<file path="src/inc/pdmux_consts.svh">
// register offsets, field positions and reset values of the port d override block
`ifndef PDMUX_CONSTS_SVH
`define PDMUX_CONSTS_SVH

`define PD_OFF_DATA      32'h0000_0000
`define PD_OFF_DIR       32'h0000_0004
`define PD_OFF_CTRL      32'h0000_0008
`define PD_OFF_PINS      32'h0000_000C
`define PD_OFF_MASK      32'h0000_0010
`define PD_OFF_STATUS    32'h0000_0014

`define PD_CTRL_PUD_BIT  0
`define PD_CTRL_GRP_BIT  1

`define PD_RST_DATA      8'h00
`define PD_RST_DIR       8'h00
`define PD_RST_PUD       1'b0
`define PD_RST_GRP       1'b0
`define PD_RST_MASK      8'h00

`define PD_PIN_COUNT     8

`endif

</file>
<file path="src/inc/pdmux_pkg.sv">
// types shared by the port d override block
`default_nettype none
package pdmux_pkg;

  typedef struct packed {
    logic [31:0] paddr;
    logic        psel;
    logic        penable;
    logic        pwrite;
    logic [31:0] pwdata;
  } apb_req_t;

  typedef struct packed {
    logic timer2_compare_a_en;
    logic timer2_compare_a_out;
    logic timer2_compare_b_en;
    logic timer2_compare_b_out;
    logic timer1_compare_a_en;
    logic timer1_compare_a_out;
    logic timer1_compare_b_en;
    logic timer1_compare_b_out;
  } timer_cmp_t;

  typedef struct packed {
    logic serial0_transmitter_on;
    logic serial0_transmit_line;
    logic serial0_receiver_on;
    logic serial1_transmitter_on;
    logic serial1_transmit_line;
    logic serial1_receiver_on;
    logic serial1_sync_mode;
    logic serial1_clock_out;
  } serial_ctl_t;

  typedef struct packed {
    logic pullup_override_enable;
    logic pullup_override_value;
    logic direction_override_enable;
    logic direction_override_value;
    logic pin_value_override_enable;
    logic pin_value_override_value;
    logic input_enable_override_enable;
    logic input_enable_override_value;
  } override_t;

  typedef struct packed {
    logic [7:0]  data;
    logic [7:0]  dir;
    logic        global_pullup_disable;
    logic        pin_change_group3_enable;
    logic [7:0]  mask;
    logic [7:0]  sync_first;
    logic [7:0]  sync_second;
    logic [31:0] prdata;
    logic [7:0]  pad_out;
    logic [7:0]  pad_oe;
    logic [7:0]  pad_pullup;
    logic [7:0]  pad_input_on;
    logic        serial0_receive_line;
    logic        serial1_receive_line;
    logic        serial1_external_clock;
    logic        timer1_capture_trigger;
    logic        external_irq_zero;
    logic        external_irq_one;
    logic [7:0]  pin_change_source;
  } state_t;

endpackage : pdmux_pkg
`default_nettype wire

</file>
<file path="src/rtl/pin_override_cell.sv">
// one pin's override multiplexer: pull-up, direction, value and input enable
`timescale 1ns/1ps
`default_nettype none

module pin_override_cell
  import pdmux_pkg::*;
(
  // overrides from the alternate functions
  input  wire pdmux_pkg::override_t ovr,
  // port register settings
  input  wire logic                 data_bit,
  input  wire logic                 dir_bit,
  input  wire logic                 global_pullup_disable,
  input  wire logic                 buffers_off,
  // resolved pin controls
  output logic                      pullup_on,
  output logic                      drive_on,
  output logic                      drive_value,
  output logic                      input_on
);

  import pdmux_pkg::*;

  always_comb begin
    // plain port pull-up needs input, data one and no global disable
    if (ovr.pullup_override_enable) begin // [RQ16]
      pullup_on = ovr.pullup_override_value;
    end else begin
      pullup_on = ~dir_bit & data_bit & ~global_pullup_disable; // [RQ15]
    end
    drive_on    = ovr.direction_override_enable ? ovr.direction_override_value
                                                : dir_bit; // [RQ16]
    drive_value = ovr.pin_value_override_enable ? ovr.pin_value_override_value
                                                : data_bit; // [RQ16]
    input_on    = ovr.input_enable_override_enable ? ovr.input_enable_override_value
                                                   : ~buffers_off; // [RQ16]
  end

endmodule : pin_override_cell
`default_nettype wire

</file>
<file path="src/rtl/port_d_alternate_function_override.sv">
// port d alternate function override logic with apb register access
//
// The register offsets and the APB register port were left to the implementer.
`timescale 1ns/1ps
`default_nettype none
`include "pdmux_consts.svh"

// Function
// RQ1 - pin 7 drives timer2 compare A waveform
// RQ2 - pin 6 drives timer2 compare B waveform
// RQ3 - pin 6 input feeds timer1 capture trigger
// RQ4 - pin 5 drives timer1 compare A waveform
// RQ5 - pin 4 drives timer1 compare B waveform
// RQ6 - pin 4 serial1 clock, direction picks role
// RQ7 - serial1 transmitter forces pin 3 output
// RQ8 - serial1 receiver forces pin 2 input, pull-up kept
// RQ9 - serial0 transmitter forces pin 1 output
// RQ10 - serial0 receiver forces pin 0 input
// RQ11 - pin 0 pull-up follows data bit, gated
// RQ12 - each pin feeds pin-change source, buffer on
// RQ13 - pin 3 feeds irq one, buffer on
// RQ14 - pin 2 feeds irq zero, buffer on
// RQ15 - global pull-up disable turns every pull-up off
// RQ16 - override enable selects override value per control
// RQ17 - serial forcing beats timer compare outputs
module port_d_alternate_function_override
  import pdmux_pkg::*;
#(
  parameter int PINS = `PD_PIN_COUNT
) (
  // clock and reset
  input  wire logic                   pclk,
  input  wire logic                   presetn,
  // apb slave
  input  wire pdmux_pkg::apb_req_t    apb_in,
  output logic [31:0]                 prdata,
  output logic                        pready,
  output logic                        pslverr,
  // pads
  input  wire logic [PINS-1:0]        pad_in,
  output logic [PINS-1:0]             pad_out,
  output logic [PINS-1:0]             pad_oe,
  output logic [PINS-1:0]             pad_pullup,
  output logic [PINS-1:0]             pad_input_on,
  // sleep logic asks for input buffers off
  input  wire logic                   input_buffers_off,
  // timers
  input  wire pdmux_pkg::timer_cmp_t  timer_in,
  output logic                        timer1_capture_trigger,
  // serial units
  input  wire pdmux_pkg::serial_ctl_t serial_in,
  output logic                        serial0_receive_line,
  output logic                        serial1_receive_line,
  output logic                        serial1_external_clock,
  // interrupt controller
  input  wire logic                   external_irq_zero_en,
  input  wire logic                   external_irq_one_en,
  output logic                        external_irq_zero,
  output logic                        external_irq_one,
  output logic [PINS-1:0]             pin_change_source
);

  import pdmux_pkg::*;

  // the override table is wired per pin, so no other width can be served
  if (PINS != 8) begin : g_pins_check
    $error("port d override serves exactly eight pins");
  end

  state_t          st;
  state_t          st_next;
  override_t [7:0] ovr;
  logic      [7:0] cell_pullup;
  logic      [7:0] cell_drive;
  logic      [7:0] cell_value;
  logic      [7:0] cell_input;
  logic      [7:0] pin_di;
  logic      [7:0] pc_enable;
  logic            wr_access;
  logic            rd_setup;
  logic            addr_ok;
  logic [31:0]     rd_value;
  logic            xck_master;
  logic            xck_slave;

  // ---------------- apb decode ----------------
  // zero wait states: read data is latched in the setup phase
  assign pready    = 1'b1;
  assign wr_access = apb_in.psel & apb_in.penable & apb_in.pwrite;
  assign rd_setup  = apb_in.psel & ~apb_in.penable & ~apb_in.pwrite;

  always_comb begin
    addr_ok  = 1'b1;
    rd_value = 32'h0000_0000;
    if (apb_in.paddr == `PD_OFF_DATA) begin
      rd_value = {24'h00_0000, st.data};
    end else if (apb_in.paddr == `PD_OFF_DIR) begin
      rd_value = {24'h00_0000, st.dir};
    end else if (apb_in.paddr == `PD_OFF_CTRL) begin
      rd_value = {30'h0000_0000, st.pin_change_group3_enable, st.global_pullup_disable};
    end else if (apb_in.paddr == `PD_OFF_PINS) begin
      // reads the synchronised pad level, even with the buffer off
      rd_value = {24'h00_0000, st.sync_second};
    end else if (apb_in.paddr == `PD_OFF_MASK) begin
      rd_value = {24'h00_0000, st.mask};
    end else if (apb_in.paddr == `PD_OFF_STATUS) begin
      // effective pad drive after all overrides
      rd_value = {24'h00_0000, st.pad_oe};
    end else begin
      addr_ok  = 1'b0;
    end
  end

  assign pslverr = apb_in.psel & apb_in.penable & ~addr_ok;

  // ---------------- alternate function overrides ----------------
  assign pc_enable  = st.mask & {8{st.pin_change_group3_enable}};
  // serial1 clock only in synchronous mode, direction picks master or slave
  assign xck_master = serial_in.serial1_sync_mode & st.dir[4];
  assign xck_slave  = serial_in.serial1_sync_mode & ~st.dir[4];

  always_comb begin
    ovr = '0;

    // pin 7: timer2 compare A, reaches pad only through the direction bit
    ovr[7].pin_value_override_enable    = timer_in.timer2_compare_a_en; // [RQ1]
    ovr[7].pin_value_override_value     = timer_in.timer2_compare_a_out; // [RQ1]
    ovr[7].input_enable_override_enable = pc_enable[7]; // [RQ12]
    ovr[7].input_enable_override_value  = 1'b1;

    // pin 6: timer2 compare B
    ovr[6].pin_value_override_enable    = timer_in.timer2_compare_b_en; // [RQ2]
    ovr[6].pin_value_override_value     = timer_in.timer2_compare_b_out; // [RQ2]
    ovr[6].input_enable_override_enable = pc_enable[6]; // [RQ12]
    ovr[6].input_enable_override_value  = 1'b1;

    // pin 5: timer1 compare A
    ovr[5].pin_value_override_enable    = timer_in.timer1_compare_a_en; // [RQ4]
    ovr[5].pin_value_override_value     = timer_in.timer1_compare_a_out; // [RQ4]
    ovr[5].input_enable_override_enable = pc_enable[5]; // [RQ12]
    ovr[5].input_enable_override_value  = 1'b1;

    // pin 4: serial1 clock master wins over timer1 compare B
    if (xck_master) begin
      ovr[4].pin_value_override_enable  = 1'b1; // [RQ6] [RQ17]
      ovr[4].pin_value_override_value   = serial_in.serial1_clock_out; // [RQ6]
    end else begin
      ovr[4].pin_value_override_enable  = timer_in.timer1_compare_b_en; // [RQ5]
      ovr[4].pin_value_override_value   = timer_in.timer1_compare_b_out; // [RQ5]
    end
    ovr[4].input_enable_override_enable = pc_enable[4] | xck_slave; // [RQ12] [RQ6]
    ovr[4].input_enable_override_value  = 1'b1;

    // pin 3: serial1 transmit forces output whatever the direction bit
    ovr[3].direction_override_enable    = serial_in.serial1_transmitter_on; // [RQ7]
    ovr[3].direction_override_value     = 1'b1;
    ovr[3].pin_value_override_enable    = serial_in.serial1_transmitter_on; // [RQ7]
    ovr[3].pin_value_override_value     = serial_in.serial1_transmit_line; // [RQ7]
    ovr[3].input_enable_override_enable = external_irq_one_en | pc_enable[3]; // [RQ13] [RQ12]
    ovr[3].input_enable_override_value  = 1'b1;

    // pin 2: serial1 receive forces input, pull-up still from data bit
    ovr[2].pullup_override_enable       = serial_in.serial1_receiver_on; // [RQ8]
    ovr[2].pullup_override_value        = st.data[2] & ~st.global_pullup_disable; // [RQ8] [RQ15]
    ovr[2].direction_override_enable    = serial_in.serial1_receiver_on; // [RQ8]
    ovr[2].direction_override_value     = 1'b0;
    ovr[2].input_enable_override_enable = external_irq_zero_en | pc_enable[2]; // [RQ14] [RQ12]
    ovr[2].input_enable_override_value  = 1'b1;

    // pin 1: serial0 transmit forces output
    ovr[1].direction_override_enable    = serial_in.serial0_transmitter_on; // [RQ9]
    ovr[1].direction_override_value     = 1'b1;
    ovr[1].pin_value_override_enable    = serial_in.serial0_transmitter_on; // [RQ9]
    ovr[1].pin_value_override_value     = serial_in.serial0_transmit_line; // [RQ9]
    ovr[1].input_enable_override_enable = pc_enable[1]; // [RQ12]
    ovr[1].input_enable_override_value  = 1'b1;

    // pin 0: serial0 receive forces input, pull-up still from data bit
    ovr[0].pullup_override_enable       = serial_in.serial0_receiver_on; // [RQ11]
    ovr[0].pullup_override_value        = st.data[0] & ~st.global_pullup_disable; // [RQ11] [RQ15]
    ovr[0].direction_override_enable    = serial_in.serial0_receiver_on; // [RQ10]
    ovr[0].direction_override_value     = 1'b0;
    ovr[0].input_enable_override_enable = pc_enable[0]; // [RQ12]
    ovr[0].input_enable_override_value  = 1'b1;
  end

  genvar g;
  generate
    for (g = 0; g < 8; g = g + 1) begin : g_cell
      pin_override_cell u_cell (
        .ovr                   (ovr[g]),
        .data_bit              (st.data[g]),
        .dir_bit               (st.dir[g]),
        .global_pullup_disable (st.global_pullup_disable),
        .buffers_off           (input_buffers_off),
        .pullup_on             (cell_pullup[g]),
        .drive_on              (cell_drive[g]),
        .drive_value           (cell_value[g]),
        .input_on              (cell_input[g])
      );
    end
  endgenerate

  // gated digital input as the peripherals see it
  assign pin_di = st.sync_second & st.pad_input_on;

  // ---------------- next state ----------------
  always_comb begin
    st_next = st;

    // two-flop synchroniser on the pads
    st_next.sync_first  = pad_in;
    st_next.sync_second = st.sync_first;

    // register writes take effect at the access edge
    if (wr_access) begin
      if (apb_in.paddr == `PD_OFF_DATA) begin
        st_next.data = apb_in.pwdata[7:0];
      end else if (apb_in.paddr == `PD_OFF_DIR) begin
        st_next.dir = apb_in.pwdata[7:0];
      end else if (apb_in.paddr == `PD_OFF_CTRL) begin
        st_next.global_pullup_disable    = apb_in.pwdata[`PD_CTRL_PUD_BIT];
        st_next.pin_change_group3_enable = apb_in.pwdata[`PD_CTRL_GRP_BIT];
      end else if (apb_in.paddr == `PD_OFF_MASK) begin
        st_next.mask = apb_in.pwdata[7:0];
      end
    end

    if (rd_setup) begin
      st_next.prdata = rd_value;
    end

    // pad controls registered so the pads never see decode glitches
    st_next.pad_pullup   = cell_pullup & ~cell_drive; // [RQ15]
    st_next.pad_oe       = cell_drive; // [RQ1] [RQ2] [RQ4] [RQ5]
    st_next.pad_out      = cell_value;
    st_next.pad_input_on = cell_input;

    // peripheral inputs
    st_next.timer1_capture_trigger = pin_di[6]; // [RQ3]
    st_next.serial0_receive_line   = pin_di[0]; // [RQ10]
    st_next.serial1_receive_line   = pin_di[2]; // [RQ8]
    st_next.serial1_external_clock = xck_slave & pin_di[4]; // [RQ6]
    st_next.external_irq_zero      = pin_di[2]; // [RQ14]
    st_next.external_irq_one       = pin_di[3]; // [RQ13]
    st_next.pin_change_source      = pin_di; // [RQ12]
  end

  always_ff @(posedge pclk or negedge presetn) begin
    if (!presetn) begin
      st                          <= '0;
      st.data                     <= `PD_RST_DATA;
      st.dir                      <= `PD_RST_DIR;
      st.global_pullup_disable    <= `PD_RST_PUD;
      st.pin_change_group3_enable <= `PD_RST_GRP;
      st.mask                     <= `PD_RST_MASK;
    end else begin
      st <= st_next;
    end
  end

  // ---------------- outputs ----------------
  assign prdata                 = st.prdata;
  assign pad_out                = st.pad_out;
  assign pad_oe                 = st.pad_oe;
  assign pad_pullup             = st.pad_pullup;
  assign pad_input_on           = st.pad_input_on;
  assign timer1_capture_trigger = st.timer1_capture_trigger;
  assign serial0_receive_line   = st.serial0_receive_line;
  assign serial1_receive_line   = st.serial1_receive_line;
  assign serial1_external_clock = st.serial1_external_clock;
  assign external_irq_zero      = st.external_irq_zero;
  assign external_irq_one       = st.external_irq_one;
  assign pin_change_source      = st.pin_change_source;

endmodule : port_d_alternate_function_override
`default_nettype wire

</file>
<file path="config.mk">
export PLATFORM = sky130hd
export DESIGN_NAME = port_d_alternate_function_override
export DESIGN_NICKNAME = d
export VERILOG_FILES = /design/src/inc/pdmux_pkg.sv /design/src/rtl/pin_override_cell.sv /design/src/rtl/port_d_alternate_function_override.sv
export VERILOG_INCLUDE_DIRS = /design/src /design/src/inc
export SDC_FILE = /design/constraint.sdc
export NUM_CORES = 1
export LEC_CHECK = 0
export BUFFER_PORTS_ARGS = -buffer_cell sky130_fd_sc_hd__buf_2
export CAP_MARGIN = 25
export CORE_MARGIN = 1
export CORE_UTILIZATION = 53
export DETAILED_ROUTE_END_ITERATION = 8
export PLACE_DENSITY = 0.95
export SLEW_MARGIN = 5
export SYNTH_ARGS = -nofsm -noshare
export SYNTH_HDL_FRONTEND = slang
export SYNTH_HIERARCHICAL = 1
export SYNTH_SLANG_ARGS = --single-unit
</file>
<file path="constraint.sdc">
create_clock -name pclk -period 4.12 [get_ports pclk]
set_input_delay 0.412 -clock pclk [delete_from_list [all_inputs] [get_ports pclk]]
set_output_delay 0.412 -clock pclk [all_outputs]
set_load 0.05 [all_outputs]
</file>
## After elaboration in Yosys (flattened, before gate mapping)

Index checks and enable logic that the tools add are counted.
W data, S select, Z words.

- Flip-flop bits (word level): 119
- Output and inout port bits: 80

- Eq/ne operators: 5
- Muxes and demuxes: 33
- Bitwise logic cells: 49
- Reductions and logical operators: 5

Operators by type and width:

| operator | count |
|---|---|
| $eq A32 B4 Y1 const B | 2 |
| $eq A32 B5 Y1 const B | 2 |
| $mux W8 | 6 |
| $eq A32 B3 Y1 const B | 1 |
| $logic_not A32 Y1 | 1 |
| $and A1 B1 Y1 | 26 |
| $mux W1 | 26 |
| $and A8 B8 Y8 | 3 |
| $not A1 Y1 | 16 |
| $not A8 Y8 | 1 |
| $reduce_and A5 Y1 | 1 |
| $reduce_and A4 Y1 | 1 |
| $or A1 B1 Y1 | 3 |
| $reduce_and A3 Y1 | 1 |
| $mux W2 | 1 |
| $reduce_and A2 Y1 | 1 |

## Depth between registers and ports, before layout

- Depth in word-level cells: 9
- Gate-level depth with buffers: 5

## By module

The synthesis kept the hierarchy.

Modules (own cells, without submodules):

| module | times used | cells an instance | area an instance (um^2) |
|---|---|---|---|
| port_d_alternate_function_override | 1 | 324 | 4013.8 |
| pin_override_cell | 8 | 8 | 52.6 |

## Least setup slack after synthesis

No wires, ideal clock.

- Path kind: in2reg
- From: in apb_in[63] in the netlist's numbering
- To: reg st[102] in the netlist's numbering
- Setup time: 125 ps
- Data arrival time: 1920 ps
- Required time: 3995 ps
- Slack: 2075 ps
- Stages on the path: 4
- Path through: nor4_1 nand4_2 or4_4 mux2_4

- Cells in the longest elaborated chain, start to end: 3
- Elaborated cells between the ends (all ways): 6
- Classes of those cells: eq/ne: 2; bitwise: 2; reduce/logical: 2

RTL lines:

| item | line | text |
|---|---|---|
| start: declaration | port_d_alternate_function_override.sv:35 | `input wire pdmux_pkg::apb_req_t apb_in,` |
| $eq A32 B3 Y1 (no source line) or $logic_not A32 Y1 (tied branches) | -- |  |
| $not A1 Y1 (no source line) | -- |  |
| $reduce_and A4 Y1 (no source line) * | -- |  |
| end signal: assignment | port_d_alternate_function_override.sv:258 | `st <= st_next;` |
| end: declaration | port_d_alternate_function_override.sv:70 | `state_t st;` |

Mark *: on every way between the ends. The rest lies on a longest branch, timed or not.
A chain may end at the register's enable or synchronous reset.

## Worst setup path after layout

- From: in apb_in[37] in the netlist's numbering
- To: reg st[119] in the netlist's numbering

- Cells in the longest elaborated chain, start to end: 2

RTL lines:

| item |
|---|
| $logic_not A32 Y1 (no source line) |
| $reduce_and A2 Y1 (no source line) |

Every way passes these cells.

==> flow_summary.json <==
{
  "place_hpwl_um": 6820,
  "fp.dieArea_um2": 8740,
  "fin_crit_sh_pct": 57.3,
  "grt_pass1_vias": 3150,
  "yosys.area.top_type": "dfrtp_1",
  "grt_pass1_wl_um": 15000,
  "reg2reg_to": "prdata[0]",
  "required_ps": 4360,
  "clk_latency_ps": 350,
  "yosysSeqAreaShare_pct": 51.4,
  "core_area_um2": 7930,
  "max_freq_ghz": 0.424,
  "grt_max_degree": 54,
  "holdWs_ps": 74.3,
  "max-slew-margin-rel_pct": 44.2,
  "synth-edff-count": 0,
  "portBuffers": 126,
  "drc": 0,
  "setup-tns-final_ps": 0,
  "ir_drop_v": 0.000170,
  "avgSynthCellArea_um2": 11.4,
  "synth_flop_cell": "dfrtp_1",
  "yosysMostFrequentCell": "dfrtp_1",
  "postCtsHoldBufs": 0,
  "p_per_area_nw_per_um2": 357,
  "clockRootBuffer": "clkbuf_8",
  "antenna_found_initial": 0,
  "vias": 3048,
  "cts-htree-levels": 3,
  "drive_gt1_share_pct": 37.0,
  "wl_per_cell_um": 15.5,
  "postPlaceCellArea_um2": 4850,
  "holdCritPathClass": "in -> async",
  "power_w": 0.00180,
  "fp.dieW_um": 93.5,
  "r2r-start": "st[103]",
  "syn_area_um2": 4430,
  "start_util_pct": 55.9,
  "crit_fanout": 20,
  "synth_area_leaders": "dfrtp_1, buf_4, mux2_2",
  "grt_overflow": 0,
  "finalHoldViolCount": 0,
  "cts_resized": 0,
  "clk_pin_slew_ps": 80,
  "final_antenna_net_count": 0,
  "worstSetupEndpointType": "register",
  "worstSetupPathType": "in -> reg",
  "crit_arrival_ps": 2600,
  "worst_pin_slew_ps": 831,
  "clock_sinks": 91,
  "firstDrtPassIters": 8,
  "worst_clock_skew_ps": 6.12,
  "finalSetupViolations": 0,
  "die_h_um": 93.5,
  "post_cts_buffers": 0,
  "status": "finished clean",
  "rsz0062_at_grt": "no",
  "area_growth_pct": 13.6,
  "grt_usage_pct": 23.4,
  "post-route-min-period_ps": 2360,
  "max_cap_viol_count": 0,
  "synth-seq-cells": 91,
  "wirelength_um": 9510,
  "yosysUniqueCellTypes": 35,
  "routabilityCongestion": 0.775,
  "via_per_inst": 4.96,
  "slew_violations": 0,
  "antenna_cells": 0,
  "timing.reg2reg.setup_slack_ps": 2230,
  "cts_buffers": 9,
  "stdcell_area_um2": 5040,
  "synth.top_cell.area_share_pct": 51.4,
  "synthTopCellsByCount": "dfrtp_1, buf_4, nand2_1, mux2_2, nor2_1",
  "nets": 606,
  "reg2reg_depth": 4,
  "syn-instance-count": 388,
  "cts_max_path_buffers": 2,
  "ios": 176,
  "worst_setup_path_start_kind": "input pin",
  "cts_tree": "done",
  "synth-async-reset-ratio_pct": 100,
  "yosysWarningCount": 6,
  "power.leakage_nw": 2.70,
  "drt_iter0_drc": 144,
  "rows": 32
}
[worst max-delay path, stage by stage]
cell,delay (ps)
buf_2,270
nor3_1,230
nand3_1,460
nor4_4,800
mux2_2,420
[how the worst max path moves through the flow]
stage               start  cells past startpoint       to
2_1_floorplan  apb_in[63]                      4  st[102]
3_3_place_gp   apb_in[37]                      5  st[115]
3_5_place_dp   apb_in[37]                      5  st[118]
4_1_cts        apb_in[37]                      5  st[119]
5_1_grt        apb_in[37]                      5  st[119]
6_report       apb_in[37]                      5  st[119]
[report_power, final]
part / internal, W / switching [W]
Sequential: 0.000920 / 0.0000107
Clock: 0.000289 / 0.000289
Combinational: 0.0000710 / 0.000218
Total: 0.00128 / 0.000518
[cells by family (layout without fill, tap and decap cells)]
kind of cell / Yosys count / in the layout / share of synthesized area (%)
flops: 91 / 91 / 51.4
compound gates: 50 / 50 / 9.71
simple gates: 108 / 108 / 13.2
mux: 45 / 45 / 11.3
buf+inv: 92 / 150 / 14.3
other cells: 2 / 69 / 0.169
[through the flow]
step                util, %  setup slack (ps)  std cells
floorplan                 -              2080        455
global placement       61.2              1480        601
detailed placement     61.2              1420        601
CTS                    63.5              1780        615
global route           63.5              1610        615
finish                 63.5              1760        615
[sequential cells by signal, indices dropped and copies added, names as in the netlist]
register                flops
serial1_external_clock      1
pin_change_source           8
st                         42
prdata                      8
pad_out                     8
pad_input_on                8
pad_oe                      8
pad_pullup                  8
[area by class of cell]
class                           count  area (um^2)
Inverter                            9         33.8
Clock inverter                      3         40.0
Tap cell                          102          128
Multi-Input combinational cell    272         1780
Sequential cell                    91         2280
Fill cell                         666         2890
Clock buffer                       11          141
Timing Repair Buffer              127          641
[layout by cell type (no fill, tap or decap), drive strengths merged]
cell type  instances
nor2b             10
dfrtp             91
nor3               2
o41ai             16
buf              127
nor3b              1
mux2              35
mux2i             10
nand3              2
nand4              2
a21boi             6
nand3b             1
nor4b              1
clkinv             2
nor2              21
clkbuf            11
o21ai             17
conb              69
nor4               8
or2                1
nand2b             3
o32a               8
a21oi              1
inv                9
nand2             39
a21o               2
or4                1
or3b               1
and2              15
bufinv             1
[per-layer routing]
metal | vias up | global-route usage, % | part of all wire (%)
met5 | - | 0 | 0
met4 | 0 | 10.1 | 2.0
met3 | 20 | 5.28 | 8.0
met2 | 156 | 41.6 | 52
met1 | 1447 | 27.0 | 38
li1 | 1425 | - | -
No activity file was read; power rests on OpenSTA's default activity.
